## src/sec_defines.vh

```
// constants of the serial eeprom controller: command codes, frame opcodes,
// timing figures and reset values; assumes a 10 MHz system clock.
`ifndef SEC_DEFINES_VH
`define SEC_DEFINES_VH

// host command codes
`define SEC_CMD_READ 3'h0
`define SEC_CMD_LOCK 3'h1
`define SEC_CMD_UNLOCK 3'h2
`define SEC_CMD_WRITE 3'h3
`define SEC_CMD_WRALL 3'h4
`define SEC_CMD_ERASE 3'h5
`define SEC_CMD_ERALL 3'h6
`define SEC_CMD_RELOAD 3'h7

// serial frame opcodes and the location bits of the extended group
`define SEC_OP_READ 2'h2
`define SEC_OP_WRITE 2'h1
`define SEC_OP_ERASE 2'h3
`define SEC_OP_EXT 2'h0
`define SEC_EXT_LOCK 2'h0
`define SEC_EXT_WRALL 2'h1
`define SEC_EXT_ERALL 2'h2
`define SEC_EXT_UNLOCK 2'h3

// frame lengths and the clock of the last location bit, in serial clocks
`define SEC_BITS_SHORT 5'h0A
`define SEC_BITS_LONG 5'h12
`define SEC_BITS_ADDR 5'h0A

// auto-load layout
`define SEC_SIGNATURE 8'hA5
`define SEC_SIG_LOC 7'h00
`define SEC_LAST_IDX 3'h6

// timing
`define SEC_CLK_HZ 10000000
`define SEC_TIMEOUT_MS 30
`define SEC_TIMEOUT_CYC (`SEC_CLK_HZ / 1000 * `SEC_TIMEOUT_MS)
`define SEC_TO_W 19
`define SEC_SCLK_HALF 5

// reset values
`define SEC_STA_RST 48'h000000000000
`define SEC_DATA_RST 8'h00

`endif

```

## src/sec_ctrl.v

```verilog
// serial eeprom controller: reset-time station address load, host
// commands and the three-wire link to a 128 x 8 eeprom.
// assumes a single 10 MHz clock; host ports are in the same domain,
// the eeprom data-out pin is asynchronous and is synchronised here.
`timescale 1ns/10ps
`include "sec_defines.vh"

module sec_ctrl #(
	parameter SCLK_HALF = `SEC_SCLK_HALF,
	parameter TIMEOUT_CYC = `SEC_TIMEOUT_CYC,
	parameter TO_W = `SEC_TO_W
) (
	// clock and reset
	input wire sys_clk,
	input wire nrst,
	input wire soft_rst,
	// command register fields
	input wire [2:0] command_code_field,
	input wire [6:0] eeprom_location_field,
	input wire busy_set,
	input wire timeout_clr,
	output wire command_busy_flag,
	output wire response_timeout_flag,
	output wire address_loaded_flag,
	// data register
	input wire data_wr,
	input wire [7:0] data_in,
	output wire [7:0] eeprom_data_reg,
	// station address registers
	input wire sta_low_wr,
	input wire [31:0] sta_low_in,
	input wire sta_high_wr,
	input wire [15:0] sta_high_in,
	output wire [31:0] station_addr_low_reg,
	output wire [15:0] station_addr_high_reg,
	// pin configuration
	input wire if_disable,
	input wire mon_sel,
	input wire gpo_data,
	input wire gpo_clk,
	input wire mon_data,
	input wire mon_clk,
	// eeprom pins
	output wire chip_select,
	output wire serial_clock_pin,
	input wire serial_data_pin_in,
	output wire serial_data_pin_out,
	output wire serial_data_pin_oe_n
);

	localparam ST_IDLE = 3'h0;
	localparam ST_PREP = 3'h1;
	localparam ST_FRAME = 3'h2;
	localparam ST_GAP = 3'h3;
	localparam ST_POLL = 3'h4;

	localparam [31:0] HALF_LAST_W = SCLK_HALF - 1;
	localparam [31:0] TO_LAST_W = TIMEOUT_CYC - 1;
	localparam [7:0] HALF_LAST = HALF_LAST_W[7:0];
	localparam [TO_W-1:0] TO_LAST = TO_LAST_W[TO_W-1:0];

	reg [2:0] state_r;
	reg [2:0] cmd_r;
	reg [6:0] loc_r;
	reg busy_r;
	reg to_r;
	reg loaded_r;
	reg [7:0] data_r;
	reg [47:0] sta_r;
	reg ld_req_r;
	reg ld_act_r;
	reg [2:0] ld_idx_r;
	reg [7:0] div_r;
	reg sclk_r;
	reg cs_r;
	reg drv_r;
	reg [17:0] sh_r;
	reg [4:0] bit_r;
	reg [7:0] rd_r;
	reg saw_busy_r;
	reg [TO_W-1:0] to_cnt_r;
	reg di_s1_r;
	reg di_s2_r;
	reg pin_cs_r;
	reg pin_clk_r;
	reg pin_do_r;
	reg pin_oe_n_r;
	reg [17:0] frame_nxt;

	wire tick;
	wire is_read;
	wire long_frame;
	wire need_poll;
	wire [4:0] frame_bits;
	wire [5:0] sta_base;
	wire [2:0] idx_inc;

	// outputs straight from registers
	assign command_busy_flag = busy_r;
	assign response_timeout_flag = to_r;
	assign address_loaded_flag = loaded_r;
	assign eeprom_data_reg = data_r;
	assign station_addr_low_reg = sta_r[31:0];
	assign station_addr_high_reg = sta_r[47:32];
	assign chip_select = pin_cs_r;
	assign serial_clock_pin = pin_clk_r;
	assign serial_data_pin_out = pin_do_r;
	assign serial_data_pin_oe_n = pin_oe_n_r;

	// serial clock enable: one pulse every half period while a frame runs
	assign tick = (div_r == HALF_LAST);

	// command classes
	assign is_read = (cmd_r == `SEC_CMD_READ);
	assign long_frame = is_read || (cmd_r == `SEC_CMD_WRITE) || (cmd_r == `SEC_CMD_WRALL);
	assign frame_bits = long_frame ? `SEC_BITS_LONG : `SEC_BITS_SHORT;
	assign need_poll = (cmd_r == `SEC_CMD_WRITE) || (cmd_r == `SEC_CMD_WRALL) ||
		(cmd_r == `SEC_CMD_ERASE) || (cmd_r == `SEC_CMD_ERALL);

	// byte lane of the station address for the current load step
	assign sta_base = {ld_idx_r - 3'h1, 3'h0};
	assign idx_inc = ld_idx_r + 3'h1;

	// frame word: start bit, opcode, location, data, msb first
	always @* begin
		case (cmd_r)
			`SEC_CMD_READ: begin
				frame_nxt = {1'b1, `SEC_OP_READ, loc_r, 8'h00};
			end
			`SEC_CMD_WRITE: begin
				frame_nxt = {1'b1, `SEC_OP_WRITE, loc_r, data_r};
			end
			`SEC_CMD_ERASE: begin
				frame_nxt = {1'b1, `SEC_OP_ERASE, loc_r, 8'h00};
			end
			`SEC_CMD_ERALL: begin
				frame_nxt = {1'b1, `SEC_OP_EXT, `SEC_EXT_ERALL, 5'h00, 8'h00};
			end
			`SEC_CMD_WRALL: begin
				frame_nxt = {1'b1, `SEC_OP_EXT, `SEC_EXT_WRALL, 5'h00, data_r};
			end
			`SEC_CMD_LOCK: begin
				frame_nxt = {1'b1, `SEC_OP_EXT, `SEC_EXT_LOCK, 5'h00, 8'h00};
			end
			`SEC_CMD_UNLOCK: begin
				frame_nxt = {1'b1, `SEC_OP_EXT, `SEC_EXT_UNLOCK, 5'h00, 8'h00};
			end
			default: begin
				frame_nxt = 18'h00000;
			end
		endcase
	end

	// data-out pin synchroniser; only the second stage is read
	always @(posedge sys_clk or negedge nrst) begin
		if (!nrst) begin
			di_s1_r <= 1'b0;
			di_s2_r <= 1'b0;
		end else begin
			di_s1_r <= serial_data_pin_in;
			di_s2_r <= di_s1_r;
		end
	end

	// half-period divider, restarted at each frame so the first edge is clean
	always @(posedge sys_clk or negedge nrst) begin
		if (!nrst) begin
			div_r <= 8'h00;
		end else if (state_r == ST_FRAME || state_r == ST_GAP) begin
			div_r <= tick ? 8'h00 : div_r + 8'h01;
		end else begin
			div_r <= 8'h00;
		end
	end

	// main sequencer: command start, frame shifting, polling, auto-load
	always @(posedge sys_clk or negedge nrst) begin
		if (!nrst) begin
			state_r <= ST_IDLE;
			cmd_r <= `SEC_CMD_READ;
			loc_r <= `SEC_SIG_LOC;
			busy_r <= 1'b0;
			to_r <= 1'b0;
			loaded_r <= 1'b0;
			data_r <= `SEC_DATA_RST;
			sta_r <= `SEC_STA_RST;
			ld_req_r <= 1'b1;
			ld_act_r <= 1'b0;
			ld_idx_r <= 3'h0;
			sclk_r <= 1'b0;
			cs_r <= 1'b0;
			drv_r <= 1'b0;
			sh_r <= 18'h00000;
			bit_r <= 5'h00;
			rd_r <= 8'h00;
			saw_busy_r <= 1'b0;
			to_cnt_r <= {TO_W{1'b0}};
		end else begin
			// host side writes; hardware updates further down take priority
			if (timeout_clr) begin
				to_r <= 1'b0;
			end
			if (data_wr && !busy_r) begin
				data_r <= data_in;
			end
			// host programs the address itself when no eeprom is found
			if (sta_low_wr && !ld_act_r) begin
				sta_r[31:0] <= sta_low_in;
			end
			if (sta_high_wr && !ld_act_r) begin
				sta_r[47:32] <= sta_high_in;
			end
			// a soft reset queues a fresh load, taken once idle
			if (soft_rst) begin
				ld_req_r <= 1'b1;
			end

			case (state_r)
				ST_IDLE: begin
					sclk_r <= 1'b0;
					cs_r <= 1'b0;
					drv_r <= 1'b0;
					if (ld_req_r) begin
						// reset-time load starts with the signature byte
						ld_req_r <= 1'b0;
						ld_act_r <= 1'b1;
						ld_idx_r <= 3'h0;
						loc_r <= `SEC_SIG_LOC;
						cmd_r <= `SEC_CMD_READ;
						busy_r <= 1'b1;
						loaded_r <= 1'b0;
						state_r <= ST_PREP;
					end else if (busy_set && !if_disable) begin
						// command runs only once the host sets busy
						busy_r <= 1'b1;
						to_r <= 1'b0;
						if (command_code_field == `SEC_CMD_RELOAD) begin
							ld_act_r <= 1'b1;
							ld_idx_r <= 3'h0;
							loc_r <= `SEC_SIG_LOC;
							cmd_r <= `SEC_CMD_READ;
							loaded_r <= 1'b0;
						end else begin
							cmd_r <= command_code_field;
							loc_r <= eeprom_location_field;
						end
						state_r <= ST_PREP;
					end
				end

				ST_PREP: begin
					// select rises with the start bit already on the data pin
					sh_r <= frame_nxt;
					bit_r <= 5'h00;
					sclk_r <= 1'b0;
					cs_r <= 1'b1;
					drv_r <= 1'b1;
					state_r <= ST_FRAME;
				end

				ST_FRAME: begin
					if (tick && !sclk_r) begin
						// rising edge: the eeprom samples the bit now on the pin
						sclk_r <= 1'b1;
						bit_r <= bit_r + 5'h01;
					end else if (tick) begin
						// falling edge: present the next bit, collect read data
						sclk_r <= 1'b0;
						sh_r <= {sh_r[16:0], 1'b0};
						// release half a clock after the last location bit, so the
						// release never moves on the edge where the eeprom samples
						if (is_read && bit_r == `SEC_BITS_ADDR) begin
							drv_r <= 1'b0;
						end
						// read bits follow the last location bit, msb first
						if (is_read && bit_r > `SEC_BITS_ADDR) begin
							rd_r <= {rd_r[6:0], di_s2_r};
						end
						// frame ends after its count of clocks
						if (bit_r == frame_bits) begin
							cs_r <= 1'b0;
							drv_r <= 1'b0;
							state_r <= ST_GAP;
						end
					end
				end

				ST_GAP: begin
					// select stays low for one half period before polling, and one clock longer between frames
					if (tick) begin
						if (ld_act_r) begin
							if (ld_idx_r == 3'h0 && rd_r != `SEC_SIGNATURE) begin
								// no signature: stop, address left as it was
								ld_act_r <= 1'b0;
								busy_r <= 1'b0;
								state_r <= ST_IDLE;
							end else begin
								// byte n of the load goes to address byte n-1
								if (ld_idx_r != 3'h0) begin
									sta_r[sta_base +: 8] <= rd_r;
								end
								if (ld_idx_r == `SEC_LAST_IDX) begin
									// loaded flag only after a full load
									loaded_r <= 1'b1;
									ld_act_r <= 1'b0;
									busy_r <= 1'b0;
									state_r <= ST_IDLE;
								end else begin
									ld_idx_r <= idx_inc;
									loc_r <= {4'h0, idx_inc};
									state_r <= ST_PREP;
								end
							end
						end else if (need_poll) begin
							// reassert select and watch data-out for ready
							cs_r <= 1'b1;
							saw_busy_r <= 1'b0;
							to_cnt_r <= {TO_W{1'b0}};
							state_r <= ST_POLL;
						end else begin
							// read data valid as busy drops
							if (is_read) begin
								data_r <= rd_r;
							end
							busy_r <= 1'b0;
							state_r <= ST_IDLE;
						end
					end
				end

				ST_POLL: begin
					// ready only counts after a busy low was seen, so a
					// floating line on an absent part cannot fake completion
					to_cnt_r <= to_cnt_r + {{(TO_W-1){1'b0}}, 1'b1};
					if (!di_s2_r) begin
						saw_busy_r <= 1'b1;
					end
					if (saw_busy_r && di_s2_r) begin
						cs_r <= 1'b0;
						busy_r <= 1'b0;
						state_r <= ST_IDLE;
					end else if (to_cnt_r == TO_LAST) begin
						to_r <= 1'b1;
						cs_r <= 1'b0;
						busy_r <= 1'b0;
						state_r <= ST_IDLE;
					end
				end

				default: begin
					state_r <= ST_IDLE;
				end
			endcase
		end
	end

	// pin stage: registered so the pins never glitch on the mux
	always @(posedge sys_clk or negedge nrst) begin
		if (!nrst) begin
			pin_cs_r <= 1'b0;
			pin_clk_r <= 1'b0;
			pin_do_r <= 1'b0;
			pin_oe_n_r <= 1'b1;
		end else if (if_disable) begin
			// pins reused as outputs or monitor taps
			pin_cs_r <= 1'b0;
			pin_clk_r <= mon_sel ? mon_clk : gpo_clk;
			pin_do_r <= mon_sel ? mon_data : gpo_data;
			pin_oe_n_r <= 1'b0;
		end else begin
			pin_cs_r <= cs_r;
			pin_clk_r <= sclk_r;
			pin_do_r <= sh_r[17];
			pin_oe_n_r <= ~drv_r;
		end
	end

endmodule // sec_ctrl

```

## config.mk

```make
export PLATFORM = sky130hd
export DESIGN_NAME = sec_ctrl
export DESIGN_NICKNAME = d
export VERILOG_FILES = /design/src/sec_ctrl.v
export VERILOG_INCLUDE_DIRS = /design/src /design/src/src
export SDC_FILE = /design/constraint.sdc
export NUM_CORES = 1
export LEC_CHECK = 0
export BUFFER_PORTS_ARGS = -buffer_cell sky130_fd_sc_hd__buf_2
export CAP_MARGIN = 40
export CORE_MARGIN = 8
export CORE_UTILIZATION = 36
export DETAILED_ROUTE_END_ITERATION = 8
export PLACE_DENSITY_LB_ADDON = 0.08
export SETUP_SLACK_MARGIN = 0.5
export SYNTH_ARGS = -nofsm -noshare
export SYNTH_HDL_FRONTEND = slang
export SYNTH_SLANG_ARGS = --single-unit
```

## constraint.sdc

```tcl
create_clock -name sys_clk -period 3.3 [get_ports sys_clk]
set_input_delay 0.66 -clock sys_clk [delete_from_list [all_inputs] [get_ports sys_clk]]
set_output_delay 0.66 -clock sys_clk [all_outputs]
set_load 0.005 [all_outputs]
```

[Word level (Yosys, flattened, before mapping)]
Cells that the tools add are included.
Operators by class
  add/subtract/negate cells: 6
  magnitude comparators: 1
  eq/ne operators: 36
  shift operators: 2
  multiplexer cells: 120
  bitwise gates (word level): 2
  reduce and logical (&&, ||, !) cells: 47
Operators by type and width (count)
  $mux 48: 5
  $pmux 18 s7: 1
  $mux 8: 8
  $mux 3: 20
  $mux 19: 3
  $mux 1: 55
  $mux 7: 7
  $bwmux 48: 1
  $shift 8x8->48 const A: 1
  $shiftx 8x8->48: 1
  $pmux 19 s2: 1
  $mux 18: 2
  $pmux 18 s2: 1
  $mux 32: 1
  $add 19x1->19 const B: 1
  $eq 19x19->1 const B: 1
  $eq 3x3->1 const B: 6
  $ne 2x2->1 const B: 9
  $reduce_and 6->1: 3
  $mux 16: 1
  $reduce_and 4->1: 4
  $pmux 3 s5: 1
  $pmux 7 s2: 1
  $reduce_and 7->1: 2
  36 further kinds: 78
Storage, ports and cells
  register bits: 145
  bits of input ports: 81
  logic and storage cells: 240

[Logic depth before layout (Yosys ltp)]
  word-level depth: 9
  gate-level depth with buffers: 9
  mapped depth without buffers: 8

[Worst setup path after synthesis]
No wires, ideal clock.
  path type: reg-to-reg
  start: register ld_idx_r[0]
  end: register sta_r[32]
  library setup time: 0.079 ns
  arrival: 2.648 ns
  required time: 3.221 ns
  slack: 0.572 ns
  stages on the path, launching flop included: 10
  buffers on the path: 1
  period minus slack after synthesis: 2.728 ns
  cell sequence: dfrtp_1 -> clkbuf_1 -> inv_1 -> ha_1 -> xnor2_1 -> ha_1 -> nand2_1 -> or3_4 -> nor4_4 -> mux2i_1
On the way
  word-level cells in the longest chain between the ends: 9
  elaborated cells on any way between the ends: 13
  those cells by class: add/sub (2); shift (2); mux (6); reduce/logical (3)
RTL lines
  start: declaration: line sec_ctrl.v:72  | reg [2:0] ld_idx_r;
  start signal: assignment: line sec_ctrl.v:309  | ld_idx_r <= idx_inc;
  $sub 3x1->3: line sec_ctrl.v:121  | assign sta_base = {ld_idx_r - 3'h1, 3'h0};
  $neg 6->8: line sec_ctrl.v:300  | sta_r[sta_base +: 8] <= rd_r;
  $shiftx 8x8->48 or $shift 8x8->48 (tied branches): line sec_ctrl.v:300
  $bwmux 48: line sec_ctrl.v:300
  $mux 48: line sec_ctrl.v:299  | if (ld_idx_r != 3'h0) begin
  $mux 48 *: line sec_ctrl.v:292  | if (ld_idx_r == 3'h0 && rd_r != `SEC_SIGNATURE) begin
  $mux 48 *: line sec_ctrl.v:291  | if (ld_act_r) begin
  $mux 48 *: line sec_ctrl.v:290  | if (tick) begin
  $mux 48 *: line sec_ctrl.v:218  | case (state_r)
  end signal: assignment: line sec_ctrl.v:186  | sta_r <= `SEC_STA_RST;
  end signal: assignment: line sec_ctrl.v:211  | sta_r[47:32] <= sta_high_in;
  end signal: indexed assignment: line sec_ctrl.v:300
  end: declaration: line sec_ctrl.v:69  | reg [47:0] sta_r;
Every way passes the cells marked *; elsewhere a longest branch is shown, timed or not.
A chain may end at the register's enable or synchronous reset.

[Worst setup path in the final report]
  start: register ld_idx_r[1]
  end: register sta_r[35]
The elaborated chain is that of the path after synthesis.

==> out/results.txt <==
Largest vdd supply drop: 0.302 mV
Mapped Area: 0.00748 sq mm
CP delay by family, top: simple AND/OR/NAND/NOR gates
Antenna violation net count after detailed routing: 0
Syn Nets: 828
Port bufs: 143
CP max FO: 5
Setup TNS: 0 ns
Wirelength per Cell: 18.1 um
Total Routing Usage GR: 0.164
CTS tree: built
Slowest-stage cell, CP: dfrtp_1
Cell mode on critical path: ha_1
Via density: 5.18
Drt first-iter violations: 369
Die X-Extent: 160 um
Period minus WS final: 2.64 ns
Leakage dissipation: 4.49 nW
Root buffer cell: clkbuf_16
R2R cell count: 9
Reg power frac: 0.453
Vias: 6005
EDFF count, synth: 0
Leading registers by flop count: sta_r (48), to_cnt_r (19), sh_r (18)
R2r endpoint: sta_r[35]
Filler Cell Count: 1997
Post-synth top flop: dfrtp_1
Fraction of layout cells with a size suffix above 1: 0.273
Fmax: 378 MHz
Avg Cell Area, Syn: 10.2 sq um
Post-synth cell types: 61
Post-synthesis cell count: 734
Post-DP Area: 0.00856 sq mm
Grt ovf: 0
Biggest register: sta_r
Fin crit share: 0.801
Final Hold Violating Endpoints: 0
Hold-fix buffers, CTS: 0
Synth cell count leaders: dfrtp_1, mux2i_1, nand2_1, nor2_1, o21ai_0
Slew at the pin with the worst max-slew slack: 0.934 ns
Post-synth top area share: 0.478
Ant diodes: 0
Worst Skew: 0.00790 ns
DRC viols: 0
Post-DP HPWL: 15.4 mm
PwrDens: 434 mW/mm^2
Clock network fraction of total power: 0.511
Pre-Repair DR Iteration Count: 5
First-pass GRT wire length: 34.0 mm
Max reg flops: 48
Final Instance Area: 0.00921 sq mm
Largest net degree at the start of global routing: 77
Slew Limit Fails: 0
Crit-path cells: inv_1 > ha_1 > xnor2_1 > ha_1 > nand2_1 > or3_4 > nor4_4 > buf_4 > mux2i_1
DIE AREA: 0.0257 sq mm
Synth top area cells: dfrtp_1, mux2i_1, nand2_1
Reg2Reg Launch Point: ld_idx_r[1]
Max-slew headroom: 0.378
Required time of the critical path: 3.64 ns
CP max stage delay: 0.43 ns
Synthesized flop and latch total: 145
RSZ-0062 raised after global routing: no
Clock sinks: 145
CTS H-tree lvls: 4
Routability cong.: 0.764
Max-Cap Viols: 0
Status: complete, no violations
Clock Latency Late Sink: 0.42 ns
Switch Pwr: 864 uW
Final Routed Wirelength: 21.0 mm
Most frequent cell after synthesis: dfrtp_1
I/O pins: 144
Critical Path AT: 2.98 ns
R2R setup slack: 0.66 ns
Initial Utilization: 0.369
Die Ht: 160 um
Sw Ratio: 0.216
Worst Setup Start Kind: register
Area grow syn2layout: 23.0%
Hold crit path type: input port to asynchronous set/reset pin
Number of global-route vias before repair: 6361
Post-synth top area cell: dfrtp_1
Core Region: 0.0203 sq mm
Initial antenna violation count: 0
Max clock buf depth: 2
YS warnings: 0
Endpoints failing setup: 0
Int Pwr: 3.13 mW
Logic pwr share: 0.036
Row cnt: 52
Clock transition at path regs: 0.06 ns
Sequential fraction of the synthesis area: 0.485
Cts bufs inserted: 17
CP Class: register to register
Fraction of registers with async set/reset: 1.00
Final #Nets: 970
Crit path buf inv count: 2
CP Capture Type: register
## routing by layer
metal | part of all wire | GRT usage
met3 | 0.043 | 0.0365
met5 | 0 | 0
met4 | 0.0065 | 0.0387
met1 | 0.45 | 0.207
met2 | 0.50 | 0.282
## power groups by stage
stage	clock network [mW]	logic (mW)	registers, mW
2_1_floorplan	0	0.0251	1.84
3_5_place_dp	0	0.147	1.84
4_1_cts	2.10	0.148	1.81
6_report	2.04	0.142	1.81
5_1_grt	2.17	0.160	1.81
3_3_place_gp	0	0.144	1.84
## worst reg2reg max path, stage by stage (launching register included)
cell and delay (ns):
dfrtp_1 0.43, inv_1 0.11, ha_1 0.27, xnor2_1 0.18, ha_1 0.39, nand2_1 0.10, or3_4 0.39, nor4_4 0.28
buf_4 0.20, mux2i_1 0.22
## area by class of cell
cell class                 instances  area [sq um]  area share
tap                              270           338      0.0367
inverter                          17          63.8     0.00693
timing repair buffer             164           900      0.0977
multi-input combinational        531          3660       0.397
clock buffer                      18           429      0.0466
sequential                       145          3630       0.394
clock inverter                    14           189      0.0205
## per-stage QoR
| stage | hold slack [ns] | power [mW] | worst slack [ns] | util | std cells |
|---|---|---|---|---|---|
| 3_5_place_dp | 0.337 | 1.99 | 0.584 | 0.421 | 1124 |
| 5_1_grt | 0.326 | 4.14 | 0.485 | 0.454 | 1159 |
| 3_3_place_gp | 0.337 | 1.99 | 0.701 | 0.420 | 1122 |
| 4_1_cts | 0.304 | 4.05 | 0.561 | 0.452 | 1156 |
| 2_1_floorplan | 0.331 | 1.87 | 0.572 | - | 734 |
| 6_report | 0.289 | 3.99 | 0.657 | 0.454 | 1159 |
## worst max path at each step
| stage | startpoint | endpoint | depth (start not counted) |
|---|---|---|---|
| finish | ld_idx_r[1] | sta_r[35] | 9 |
| global route | ld_idx_r[1] | sta_r[37] | 9 |
| CTS | ld_idx_r[1] | sta_r[37] | 8 |
| detailed placement | ld_idx_r[1] | sta_r[37] | 8 |
| global placement | ld_idx_r[1] | sta_r[22] | 6 |
| floorplan | ld_idx_r[0] | sta_r[32] | 9 |
## placed cells by master (no fill, tap or decap), types with 4 or more instances in the layout
cell type,netlist,final
a21boi_0,4,4
a21oi_1,30,30
a22oi_1,13,13
and3_1,7,7
buf_2,3,142
buf_4,0,19
bufinv_16,0,4
clkbuf_16,0,17
clkinv_2,0,4
dfrtp_1,143,143
ha_1,13,13
inv_1,17,17
mux2_2,28,28
mux2i_1,92,92
nand2_1,91,91
nand2b_1,5,4
nand3_1,28,28
nand4_1,14,14
nor2_1,56,56
nor2b_1,9,9
nor3_1,11,11
nor4_1,4,4
o211ai_1,8,8
o21ai_0,33,33
or4_1,6,6
xnor2_1,8,8
xor2_1,14,14
## what timing repair did
action,CTS,global route
gates resized for setup,0,2
setup endpoints to repair,0,28
hold endpoints to repair,0,0
buffers inserted,0,3
## cell families (layout without fill, tap and decap cells)
family                     Yosys count  in the layout  share of synthesized area
muxes                              120            120                      0.165
xor gates and xnor gates            22             22                     0.0257
and+or+nand+nor                    261            261                      0.177
AOI/OAI and AO/OA                  115            115                     0.0953
adders and majority gates           13             13                     0.0217
DFF                                145            145                      0.485
buffers and inverters               58            213                     0.0296
(Power assumes the default switching activity.)
